$ cat src/logic/sgp_pkg.sv
// Constants and types shared by the general purpose port logic
package sgp_pkg;
	localparam int PORT_COUNT = 7;
	localparam int PORT_WIDTH = 16;
	localparam int PIN_TOTAL = PORT_COUNT * PORT_WIDTH;
	localparam int ADDR_WIDTH = 12;
	// Port register map: port base is port index times PORT_STRIDE
	localparam logic [ADDR_WIDTH-1:0] PORT_STRIDE = 12'h010;
	localparam logic [1:0] REG_DIRECTION = 2'h0;
	localparam logic [1:0] REG_LATCH = 2'h1;
	localparam logic [1:0] REG_LEVEL = 2'h2;
	localparam logic [1:0] REG_DRAIN = 2'h3;
	localparam logic [ADDR_WIDTH-1:0] PORT_SPAN = 12'h070;
	localparam logic [ADDR_WIDTH-1:0] DEBUG_CONFIG_ADDR = 12'h100;
	localparam int TEST_ENABLE_BIT = 3;
	// Reset values
	localparam logic [PORT_WIDTH-1:0] DIRECTION_RESET = 16'hffff;
	localparam logic [PORT_WIDTH-1:0] LATCH_RESET = 16'h0000;
	localparam logic [PORT_WIDTH-1:0] DRAIN_RESET = 16'h0000;
	localparam logic TEST_ENABLE_RESET = 1'b1;
	// Bits present in ports A to G, lowest port in the lowest lanes
	localparam logic [PIN_TOTAL-1:0] PRESENT_MASK = {PORT_COUNT{16'hffff}};
	// Port indices
	localparam int PORT_A = 0;
	localparam int PORT_G = 6;
	// Pins shared with the boundary-scan test controller, all on port A
	localparam int TEST_MODE_BIT = 0;
	localparam int TEST_CLOCK_BIT = 1;
	localparam int TEST_DATA_IN_BIT = 4;
	localparam int TEST_DATA_OUT_BIT = 5;
	// Pins shared with the two-wire serial controller
	localparam int TWI_PORT = 0;
	localparam int TWI_CLOCK_BIT = 2;
	localparam int TWI_DATA_BIT = 3;
	// Board wiring of buttons and lamps
	localparam int BUTTON_ONE_BIT = 6;
	localparam int BUTTON_TWO_BIT = 7;
	localparam int BUTTON_THREE_BIT = 0;
	localparam int LED_ONE_BIT = 12;
	typedef enum logic [1:0] {
		SGP_ACC_IDLE,
		SGP_ACC_WAIT
	} sgp_access_e;
endpackage

$ cat src/logic/sgp_port_if.sv
// Register strobes and register state of one port
`timescale 1ns/1ps
`default_nettype none
interface sgp_port_if;
	import sgp_pkg::*;
	logic wr_direction;
	logic wr_latch;
	logic wr_drain;
	logic [PORT_WIDTH-1:0] wdata;
	logic [PORT_WIDTH-1:0] direction;
	logic [PORT_WIDTH-1:0] latch;
	logic [PORT_WIDTH-1:0] drain;
	modport ctrl (output wr_direction, output wr_latch, output wr_drain, output wdata,
		input direction, input latch, input drain);
	modport regs (input wr_direction, input wr_latch, input wr_drain, input wdata,
		output direction, output latch, output drain);
	modport pads (input direction, input latch, input drain);
endinterface
`default_nettype wire

$ cat src/logic/sgp_gpio_top.sv
// Seven 16-bit general purpose ports with APB register access
// Notes on behaviour
// - Up to seven ports A to G, 16 bits each; absent bits read zero, except direction bits, which read one.
// - Direction bit 0 makes the pin an output, 1 an input.
// - Latch writes update the latch; output pins drive their latch bit.
// - Latch reads return the last written value, not the pin level.
// - Pin-level reads return the present state of every unblocked pin; blocked pins read zero.
// - Writing the pin-level register equals writing the latch.
// - Drain-type bit 0 is push-pull, 1 is open-drain.
// - Driver type applies to any output pin, independently per pin.
// - Test controller enabled after reset; owns its four shared pins meanwhile.
// - Clearing the test enable bit returns the shared pins to the ports.
// - Two-wire pins are not general purpose while that controller is active.
// - Lamps on port G bits 12 to 15; latch 1 lights a lamp.
// - Third button's level is withheld until the test controller is disabled.
`timescale 1ns/1ps
`default_nettype none
module sgp_gpio_top
	import sgp_pkg::*;
(
	input wire logic ref_clk,
	input wire logic reset_n,
	input wire logic psel,
	input wire logic penable,
	input wire logic pwrite,
	input wire logic [ADDR_WIDTH-1:0] paddr,
	input wire logic [31:0] pwdata,
	output logic [31:0] prdata,
	output logic pready,
	output logic pslverr,
	input wire logic [PIN_TOTAL-1:0] pad_in,
	output logic [PIN_TOTAL-1:0] pad_out,
	output logic [PIN_TOTAL-1:0] pad_oe,
	input wire logic twi_active,
	input wire logic tap_data_out,
	input wire logic tap_data_out_en,
	output logic tap_clock,
	output logic tap_mode_select,
	output logic tap_data_in,
	output logic test_access_enable
);
	sgp_port_if port_bus [PORT_COUNT] ();

	logic [PIN_TOTAL-1:0] drive_out;
	logic [PIN_TOTAL-1:0] drive_oe;
	logic [PIN_TOTAL-1:0] blocked;
	logic [PIN_TOTAL-1:0] level_view;
	logic [PORT_COUNT*PORT_WIDTH-1:0] dir_all;
	logic [PORT_COUNT*PORT_WIDTH-1:0] latch_all;
	logic [PORT_COUNT*PORT_WIDTH-1:0] drain_all;
	logic setup_phase;
	logic wr_take;
	logic [2:0] sel_port;
	logic [1:0] sel_reg;
	logic sel_hit;
	logic cfg_hit;

	logic test_enable_reg;
	logic test_enable_next;
	logic [31:0] rdata_reg;
	logic [31:0] rdata_next;
	logic err_reg;
	logic err_next;
	sgp_access_e acc_reg;
	sgp_access_e acc_next;

	// Port index of an address inside the port window
	function automatic logic [2:0] addr_port(input logic [ADDR_WIDTH-1:0] a);
		addr_port = a[6:4];
	endfunction

	// Register index of an address inside a port
	function automatic logic [1:0] addr_reg(input logic [ADDR_WIDTH-1:0] a);
		addr_reg = a[3:2];
	endfunction

	// Whether an address names a port register of a present port
	function automatic logic addr_is_port(input logic [ADDR_WIDTH-1:0] a);
		addr_is_port = (a < PORT_SPAN) && (a[1:0] == 2'h0)
			&& (PRESENT_MASK[int'(addr_port(a))*PORT_WIDTH +: PORT_WIDTH] != 16'h0000);
	endfunction

	assign setup_phase = psel & ~penable;
	assign sel_port = addr_port(paddr);
	assign sel_reg = addr_reg(paddr);
	assign sel_hit = addr_is_port(paddr);
	assign cfg_hit = (paddr == DEBUG_CONFIG_ADDR);
	// Writes act at the completing access edge
	assign wr_take = psel & penable & pwrite & ~err_reg;

	genvar p;
	generate
		for (p = 0; p < PORT_COUNT; p = p + 1) begin : g_port
			logic hit_here;
			assign hit_here = wr_take && addr_is_port(paddr) && (addr_port(paddr) == 3'(p));
			assign port_bus[p].wdata = pwdata[PORT_WIDTH-1:0];
			assign port_bus[p].wr_direction = hit_here && (addr_reg(paddr) == REG_DIRECTION);
			// Pin-level writes land in the latch
			assign port_bus[p].wr_latch = hit_here
				&& ((addr_reg(paddr) == REG_LATCH) || (addr_reg(paddr) == REG_LEVEL));
			assign port_bus[p].wr_drain = hit_here && (addr_reg(paddr) == REG_DRAIN);

			sgp_port_regs #(
				.PRESENT(PRESENT_MASK[p*PORT_WIDTH +: PORT_WIDTH])
			) u_regs (
				.ref_clk(ref_clk),
				.reset_n(reset_n),
				.port(port_bus[p])
			);

			sgp_pad_drive u_drive (
				.port(port_bus[p]),
				.drive_out(drive_out[p*PORT_WIDTH +: PORT_WIDTH]),
				.drive_oe(drive_oe[p*PORT_WIDTH +: PORT_WIDTH])
			);

			assign dir_all[p*PORT_WIDTH +: PORT_WIDTH] = port_bus[p].direction;
			assign latch_all[p*PORT_WIDTH +: PORT_WIDTH] = port_bus[p].latch;
			assign drain_all[p*PORT_WIDTH +: PORT_WIDTH] = port_bus[p].drain;
		end
	endgenerate

	// Pins taken from general purpose use by another controller
	always_comb begin
		blocked = '0;
		if (test_enable_reg) begin
			blocked[PORT_A*PORT_WIDTH + TEST_MODE_BIT] = 1'b1;
			blocked[PORT_A*PORT_WIDTH + TEST_CLOCK_BIT] = 1'b1;
			blocked[PORT_A*PORT_WIDTH + TEST_DATA_IN_BIT] = 1'b1;
			blocked[PORT_A*PORT_WIDTH + TEST_DATA_OUT_BIT] = 1'b1;
		end
		if (twi_active) begin
			blocked[TWI_PORT*PORT_WIDTH + TWI_CLOCK_BIT] = 1'b1;
			blocked[TWI_PORT*PORT_WIDTH + TWI_DATA_BIT] = 1'b1;
		end
	end

	// Pad drive: ports own unblocked present pins, the test controller its data out
	always_comb begin
		pad_out = drive_out & PRESENT_MASK & ~blocked;
		pad_oe = drive_oe & PRESENT_MASK & ~blocked;
		if (test_enable_reg) begin
			pad_out[PORT_A*PORT_WIDTH + TEST_DATA_OUT_BIT] = tap_data_out;
			pad_oe[PORT_A*PORT_WIDTH + TEST_DATA_OUT_BIT] = tap_data_out_en;
		end
	end

	// Test controller inputs see their pins only while it is enabled
	assign tap_clock = test_enable_reg & pad_in[PORT_A*PORT_WIDTH + TEST_CLOCK_BIT];
	assign tap_mode_select = test_enable_reg & pad_in[PORT_A*PORT_WIDTH + TEST_MODE_BIT];
	assign tap_data_in = test_enable_reg & pad_in[PORT_A*PORT_WIDTH + TEST_DATA_IN_BIT];
	assign test_access_enable = test_enable_reg;

	// Button on the mode-select pin is withheld while blocked
	assign level_view = pad_in & PRESENT_MASK & ~blocked;

	// Access state, read data and error are captured in the setup cycle
	always_comb begin
		acc_next = acc_reg;
		rdata_next = rdata_reg;
		err_next = err_reg;
		test_enable_next = test_enable_reg;
		case (acc_reg)
			SGP_ACC_IDLE: begin
				if (setup_phase) begin
					acc_next = SGP_ACC_WAIT;
					rdata_next = 32'h0000_0000;
					err_next = 1'b0;
					if (sel_hit) begin
						if (sel_reg == REG_DIRECTION) begin
							rdata_next[PORT_WIDTH-1:0] = dir_all[int'(sel_port)*PORT_WIDTH +: PORT_WIDTH];
						end else if (sel_reg == REG_LATCH) begin
							rdata_next[PORT_WIDTH-1:0] = latch_all[int'(sel_port)*PORT_WIDTH +: PORT_WIDTH];
						end else if (sel_reg == REG_LEVEL) begin
							rdata_next[PORT_WIDTH-1:0] = level_view[int'(sel_port)*PORT_WIDTH +: PORT_WIDTH];
						end else begin
							rdata_next[PORT_WIDTH-1:0] = drain_all[int'(sel_port)*PORT_WIDTH +: PORT_WIDTH];
						end
					end else if (cfg_hit) begin
						rdata_next[TEST_ENABLE_BIT] = test_enable_reg;
					end else begin
						err_next = 1'b1;
					end
				end
			end
			SGP_ACC_WAIT: begin
				if (psel && penable) begin
					acc_next = SGP_ACC_IDLE;
					if (pwrite && cfg_hit) begin
						test_enable_next = pwdata[TEST_ENABLE_BIT];
					end
				end else if (!psel) begin
					acc_next = SGP_ACC_IDLE;
				end
			end
			default: begin
				acc_next = SGP_ACC_IDLE;
			end
		endcase
	end

	always_ff @(posedge ref_clk or negedge reset_n) begin
		if (!reset_n) begin
			acc_reg <= SGP_ACC_IDLE;
			rdata_reg <= 32'h0000_0000;
			err_reg <= 1'b0;
			test_enable_reg <= TEST_ENABLE_RESET;
		end else begin
			acc_reg <= acc_next;
			rdata_reg <= rdata_next;
			err_reg <= err_next;
			test_enable_reg <= test_enable_next;
		end
	end

	// Zero wait states: the access phase always completes
	assign pready = psel & penable;
	assign prdata = rdata_reg;
	assign pslverr = psel & penable & err_reg;
endmodule
`default_nettype wire

$ cat src/logic/sgp_pad_drive.sv
// Per-pin output driver: push-pull or open-drain
`timescale 1ns/1ps
`default_nettype none
module sgp_pad_drive
	import sgp_pkg::*;
(
	sgp_port_if.pads port,
	output logic [PORT_WIDTH-1:0] drive_out,
	output logic [PORT_WIDTH-1:0] drive_oe
);
	genvar b;
	generate
		for (b = 0; b < PORT_WIDTH; b = b + 1) begin : g_pin
			// Open drain pulls low for 0 and releases for 1
			assign drive_out[b] = port.latch[b] & ~port.drain[b];
			assign drive_oe[b] = ~port.direction[b] & ~(port.drain[b] & port.latch[b]);
		end
	endgenerate
endmodule
`default_nettype wire

$ cat src/logic/sgp_port_regs.sv
// Direction, latch and drain-type registers of one port
`timescale 1ns/1ps
`default_nettype none
module sgp_port_regs
	import sgp_pkg::*;
#(
	parameter logic [PORT_WIDTH-1:0] PRESENT = 16'hffff
) (
	input wire logic ref_clk,
	input wire logic reset_n,
	sgp_port_if.regs port
);
	logic [PORT_WIDTH-1:0] direction_reg;
	logic [PORT_WIDTH-1:0] direction_next;
	logic [PORT_WIDTH-1:0] latch_reg;
	logic [PORT_WIDTH-1:0] latch_next;
	logic [PORT_WIDTH-1:0] drain_reg;
	logic [PORT_WIDTH-1:0] drain_next;

	// Absent bits hold their reset value
	always_comb begin
		direction_next = direction_reg;
		latch_next = latch_reg;
		drain_next = drain_reg;
		if (port.wr_direction) begin
			direction_next = (port.wdata & PRESENT) | (DIRECTION_RESET & ~PRESENT);
		end
		if (port.wr_latch) begin
			latch_next = port.wdata & PRESENT;
		end
		if (port.wr_drain) begin
			drain_next = port.wdata & PRESENT;
		end
	end

	always_ff @(posedge ref_clk or negedge reset_n) begin
		if (!reset_n) begin
			direction_reg <= DIRECTION_RESET;
			latch_reg <= LATCH_RESET;
			drain_reg <= DRAIN_RESET;
		end else begin
			direction_reg <= direction_next;
			latch_reg <= latch_next;
			drain_reg <= drain_next;
		end
	end

	assign port.direction = direction_reg;
	assign port.latch = latch_reg;
	assign port.drain = drain_reg;
endmodule
`default_nettype wire
$ cat config.mk
export PLATFORM = sky130hd
export DESIGN_NAME = sgp_gpio_top
export DESIGN_NICKNAME = d
export VERILOG_FILES = /design/src/logic/sgp_pkg.sv /design/src/logic/sgp_port_if.sv /design/src/logic/sgp_gpio_top.sv /design/src/logic/sgp_pad_drive.sv /design/src/logic/sgp_port_regs.sv
export SDC_FILE = /design/constraint.sdc
export NUM_CORES = 1
export LEC_CHECK = 0
export BUFFER_PORTS_ARGS = -buffer_cell sky130_fd_sc_hd__buf_2
export CORE_MARGIN = 3
export CORE_UTILIZATION = 45
export DETAILED_ROUTE_END_ITERATION = 10
export GPL_ROUTABILITY_DRIVEN = 0
export PLACE_DENSITY = 0.8
export SYNTH_ARGS = -nofsm -noshare
export SYNTH_HDL_FRONTEND = slang
export SYNTH_SLANG_ARGS = --single-unit
$ cat constraint.sdc
create_clock -name ref_clk -period 1.9 [get_ports ref_clk]
set_input_delay 0 -clock ref_clk [delete_from_list [all_inputs] [get_ports ref_clk]]
set_output_delay 0 -clock ref_clk [all_outputs]
set_load 0.005 [all_outputs]
**Word-level counts from Yosys, hierarchy flattened**

Index checks and enable logic that the tools add are counted.

- Add/subtract/negate cells: 0
- $mul: 0
- Divide/modulo/power cells: 0
- $lt $le $gt $ge: 1
- Equal/unequal tests: 13
- Shift-type cells: 5
- Mux-type cells: 17
- Bitwise operators: 686
- Reduce and logical (&&, ||, !) cells: 42

Operators with widths:

| cell | count |
|---|---|
| $shiftx A112 B8 Y16 | 4 |
| $and A1 B1 Y1 | 344 |
| $not A1 Y1 | 338 |
| $and A112 B112 Y112 | 3 |
| $not A6 Y112 | 1 |
| $shiftx A112 B8 Y16 const A | 1 |
| $mux W16 | 3 |
| $logic_and A1 B1 Y1 | 33 |
| $reduce_bool A16 Y1 | 1 |
| $eq A12 B9 Y1 const B | 1 |
| $lt A12 B7 Y1 const B | 1 |
| $mux W12 | 1 |
| $mux W2 | 5 |
| $eq A3 B3 Y1 const B | 3 |
| $eq A3 B2 Y1 const B | 2 |
| $logic_not A2 Y1 | 3 |
| $mux W1 | 6 |
| $eq A2 B1 Y1 const B | 2 |
| $eq A2 B2 Y1 const B | 2 |
| $pmux W2 S2 | 1 |
| $reduce_and A2 Y1 | 2 |
| $eq A3 B1 Y1 const B | 1 |
| $logic_not A3 Y1 | 1 |
| $mux W3 | 1 |
| other kinds (4) | 4 |

- Flip-flop bits (word level): 356
- Bits in latches: 0
- Memory bits (writable): 0
- ROM bits: 0
- Bits of input ports: 164
- Output and inout bits: 262
- Word-level logic and storage cells: 789
- Memories: 0

**Longest topological paths before layout**

- Word-level depth: 8
- Mapped depth: 10
- Mapped depth without buffers: 7

**Modules after synthesis**

A second synthesis with hierarchy kept.

- Cells, all modules: 1657
- Area total of the unflattened synthesis: 21164.0 µm²

Modules (own cells, without submodules):

| module | times used | cells each | area an instance (µm²) | seq. area each (µm²) |
|---|---|---|---|---|
| sgp_port_regs | 7 | 102 | 1968.1 | 1221.2 |
| sgp_gpio_top | 1 | 719 | 5425.2 | 476.7 |
| sgp_pad_drive | 7 | 32 | 280.3 | 0.0 |

**Worst setup path after synthesis**

No wires, ideal clock.

- Path type: register to register
- From: register err_reg
- To: register g_port[3].u_regs.direction_reg[10]
- Setup time: 0.082 ns
- Arrival time: 2.024 ns
- Required time: 1.818 ns
- Path slack: -0.206 ns
- Stages on the path, launching flop included: 8
- Path buffers: 2
- Period minus slack after synthesis: 2.106 ns
- Cells stage by stage: dfrtp_1 > and4b_1 > and3_4 > or4b_1 > buf_6 > nor2_8 > buf_12 > mux2_4

- Cells in the longest elaborated chain, start to end: 5

Ends and longest elaborated chain:

| item | RTL line | RTL |
|---|---|---|
| start: declaration | sgp_gpio_top.sv:62 | `logic err_reg;` |
| start signal: assignment | sgp_gpio_top.sv:211 | `err_reg <= err_next;` |
| $not A1 Y1 | sgp_gpio_top.sv:89 | `assign wr_take = psel & penable & pwrite & ~err_reg;` |
| $and A1 B1 Y1 | sgp_gpio_top.sv:89 |  |
| $logic_and A1 B1 Y1 (2 in a row) | sgp_gpio_top.sv:95 | `assign hit_here = wr_take && addr_is_port(paddr) && (addr_port(paddr) == 3'(p));` |
| $logic_and A1 B1 Y1 | sgp_gpio_top.sv:97 | `assign port_bus[p].wr_direction = hit_here && (addr_reg(paddr) == REG_DIRECTION);` |
| end signal: assignment | sgp_port_regs.sv:42 | `direction_reg <= direction_next;` |
| end: declaration | sgp_port_regs.sv:13 | `logic [PORT_WIDTH-1:0] direction_reg;` |

Every way passes these cells.
A chain may end at the register's enable or synchronous reset.

**Final worst setup path**

- From: register err_reg
- To: register g_port[4].u_regs.direction_reg[6]

- Cells in the longest elaborated chain, start to end: 5

Ends and longest elaborated chain:

| item | RTL line |
|---|---|
| $not A1 Y1 | sgp_gpio_top.sv:89 |
| $and A1 B1 Y1 | sgp_gpio_top.sv:89 |
| $logic_and A1 B1 Y1 (2 in a row) | sgp_gpio_top.sv:95 |
| $logic_and A1 B1 Y1 | sgp_gpio_top.sv:97 |
| end signal: assignment | sgp_port_regs.sv:42 |
| end: declaration | sgp_port_regs.sv:13 |

Every way passes these cells.

==> metrics <==
status complete, but fails checks; failing checks setup timing; distinct cell type count after synthesis 55; routed vias ~16000; Final ANT Viol Nets 0; largest net degree at the start of global routing 74; P_int about 0.013 W; Synthesis Warnings 0; Worst slew margin 0.443; main combinational cell family by area after synthesis multiplexers; TritonRoute pass-1 iters 6; Max IR drop VDD between 0.0007 and 0.0008 V; Sw Ratio 0.245; Worst Path Required between 2000 and 2500 ps; clock power share 0.457; xor and xnor fraction of the mapped netlist area 0; clk slew on worst S/H paths around 60 ps; Starting Density 0.458; CTS Root Cell clkbuf_16; commonest non-fill, non-tap cell in the layout buf_2; R2R cell count 9; I/O Buffers 393; mux contribution to synthesized area 0.300; Main synth FF type dfrtp_1; clk_lat worst skew 550 ps; CORE AREA between 40000 and 50000 sq um; type of origin of the critical path flip-flop; CP endpoint kind flip-flop; most frequent cells in the layout buf_2 (392), mux2_2 (350), dfrtp_1 (242); end of the critical path g_port[4].u_regs.port.direction[6]; Seq pwr share 0.452; post-synthesis sequential area ratio 0.467; Seq cells post-synth approximately 360; global route total overflow 0; Area Overhead vs Synth 29.4%; 1st-iter DRT viols ~1300; top-area cell type share of the netlist area 0.313; DP HPWL around 48000 um; net switching power just over 0.004 W; flop-to-flop setup slack -330 ps; Final Hold Viols 0; Synth async-reset ratio 1.00; Post-Syn Instances roughly 1700; Design Area, Final 25000 sq um; Global Route Usage Sum 0.302; row cnt between 70 and 80; adder-cell area share of the yosys netlist 0.00259; Cell Area, Synth 19300 sq um; clock skew 19.2 ps; DRC viols 0; CTS max path bufs 3; Critical Path AT 2690 ps; final core occ 0.592; Final WS setup -325 ps; proportion of layout cells with a drive suffix above 1 0.537; Avg WL per Cell around 26 um; Vias/cell approximately 6; first-pass GRT wire length approximately 100000 um; Synth Area in Compound Gates 0.109; CTS tree built; DIE AREA ~45000 sq um; EDFF count, synth 0; leakage power between 10 and 15 nW; initial antenna violation count 3; Post-Place Cell Area 22900 sq um; Die W 213 um; Crit Reg-Reg Endpoint g_port[4].u_regs.port.direction[6]; crit path time final 2230 ps; P per Cell Area around 670 nW/um^2; Finish-stage setup viols 338; vias in the first global route about 16000; reg-to-reg critical path startpoint err_reg; Synth Area in Simple Gates 0.0845; f_max 0.449 GHz; clock sinks ~360; WS Path Type reg2reg; CTS buffer count 40; Die Y 213 um; RSZ-0062 raised after global routing true; Worst-Margin Slew between 800 and 900 ps; MaxCap Viol Count 0; H-tree Lvls 2; Avg Cell Area, Syn between 10 and 15 sq um; Hold Crit Class in2async; dominant cell type by area after synthesis dfrtp_1; Slew Limit Fails 0; Comb power frac 0.091; Final nets 2300; crit path launch err_reg; I/O pins approximately 430; Crit Path Max Fanout 7; Synth area leaders dfrtp_1 (31%), mux2_2 (22%), dfstp_2 (15%), mux2i_1 (5.3%), a21oi_1 (4.5%); routed wire length about 70000 um; fin crit share 1.17
==> synth_stat cells, types with 2 or more instances <==
cell / instances
a21oi_1: 174
a211oi_1: 15
mux2i_1: 102
a2111oi_0: 3
nor4_1: 3
nor2_1: 21
and2_1: 5
a41oi_1: 2
o211ai_1: 48
nand2b_1: 11
inv_1: 4
buf_4: 16
nand4_1: 17
nand2_1: 60
o21a_1: 18
o311ai_0: 5
nor3b_1: 8
dfrtp_1: 242
nor3_1: 2
buf_12: 3
dfstp_2: 113
nor4b_1: 3
o21ai_0: 62
mux2_4: 40
buf_1: 12
a221oi_1: 6
nor2_8: 4
o31ai_1: 4
nand3_1: 18
clkbuf_1: 88
nor2b_1: 119
mux2_2: 371
ha_1: 4
buf_2: 23
o22ai_1: 15
==> timing repair <==
action | in CTS | in global routing
setup endpoints to repair | 319 | 346
endpoints found under the hold margin | 315 | 0
gates resized for setup | 71 | 7
gates cloned | 11 | 0
hold buffers | 18 | 0
setup buffers | 9 | 7
pin swaps | 9 | 3
==> how the worst min path moves through the flow <==
| stage | endpoint | slack (ps) |
|---|---|---|
| floorplan | acc_reg[0] | -300 |
| global placement | g_port[4].u_regs.port.drain[2] | 30 |
| detailed placement | g_port[4].u_regs.port.drain[2] | 40 |
| CTS | g_port[2].u_regs.port.direction[0] | 5 |
| global route | g_port[1].u_regs.port.direction[5] | 30 |
| finish | g_port[6].u_regs.port.drain[1] | 50 |
==> cell families after synthesis <==
logic type                 after synthesis
AOI/OAI and AO/OA                      358
and+or+nand+nor                        280
adders and majority gates                4
muxes                                  513
buffers and inverters                  150
DFF                                    355
other                                    1
==> stage by stage <==
| stage | setup WS, ps | hold slack (ps) | TNS [ps] | instances | total power (W) |
|---|---|---|---|---|---|
| 5_1_grt | -394 | 32.9 | -85400 | 2701 | 0.0173 |
| 3_3_place_gp | -330 | 27.4 | -22140 | 2585 | 0.00914 |
| 4_1_cts | -290 | 5.26 | -56290 | 2694 | 0.0169 |
| 2_1_floorplan | -190 | -296 | -22130 | 1676 | 0.00840 |
| 3_5_place_dp | -340 | 37.0 | -27400 | 2585 | 0.00918 |
| 6_report | -325 | 46.2 | -71130 | 2701 | 0.0168 |
==> power by group through the flow <==
stage	combinational [W]	sequential, W	clock (W)
after global placement	0.00142	0.00772	0
final	0.00152	0.00760	0.00768
after detailed placement	0.00145	0.00772	0
after floorplan	0.000680	0.00772	0
after CTS	0.00150	0.00760	0.00782
after global routing	0.00162	0.00759	0.00813
==> area by class of cell <==
cell class              count  area [sq um]
diodes                      1          2.50
repair buffers            559          4080
fillers                  3373         17200
well taps                 539           674
inverters                   5          18.8
flip-flops and latches    355          9020
clock inverters            12           116
multi-input cells        1171          9940
clock buffers              59          1160
==> metal layers <==
layer / up-vias / global-route usage / part of all wire
met5: - / 0 / 0.00057
met4: 4 / 0.120 / 0.041
met3: 188 / 0.0582 / 0.087
met2: 903 / 0.486 / 0.47
met1: 8078 / 0.405 / 0.40
li1: 6966 / - / -
==> worst max-delay path, stage by stage (launching register included) <==
cell and delay (ps):
dfrtp_1 380, and4b_1 270, and3_4 210, buf_4 160, nor4b_4 270, buf_4 180, buf_4 130, nand2_4 80
buf_8 180, mux2_2 270
(Power assumes the default switching activity.)
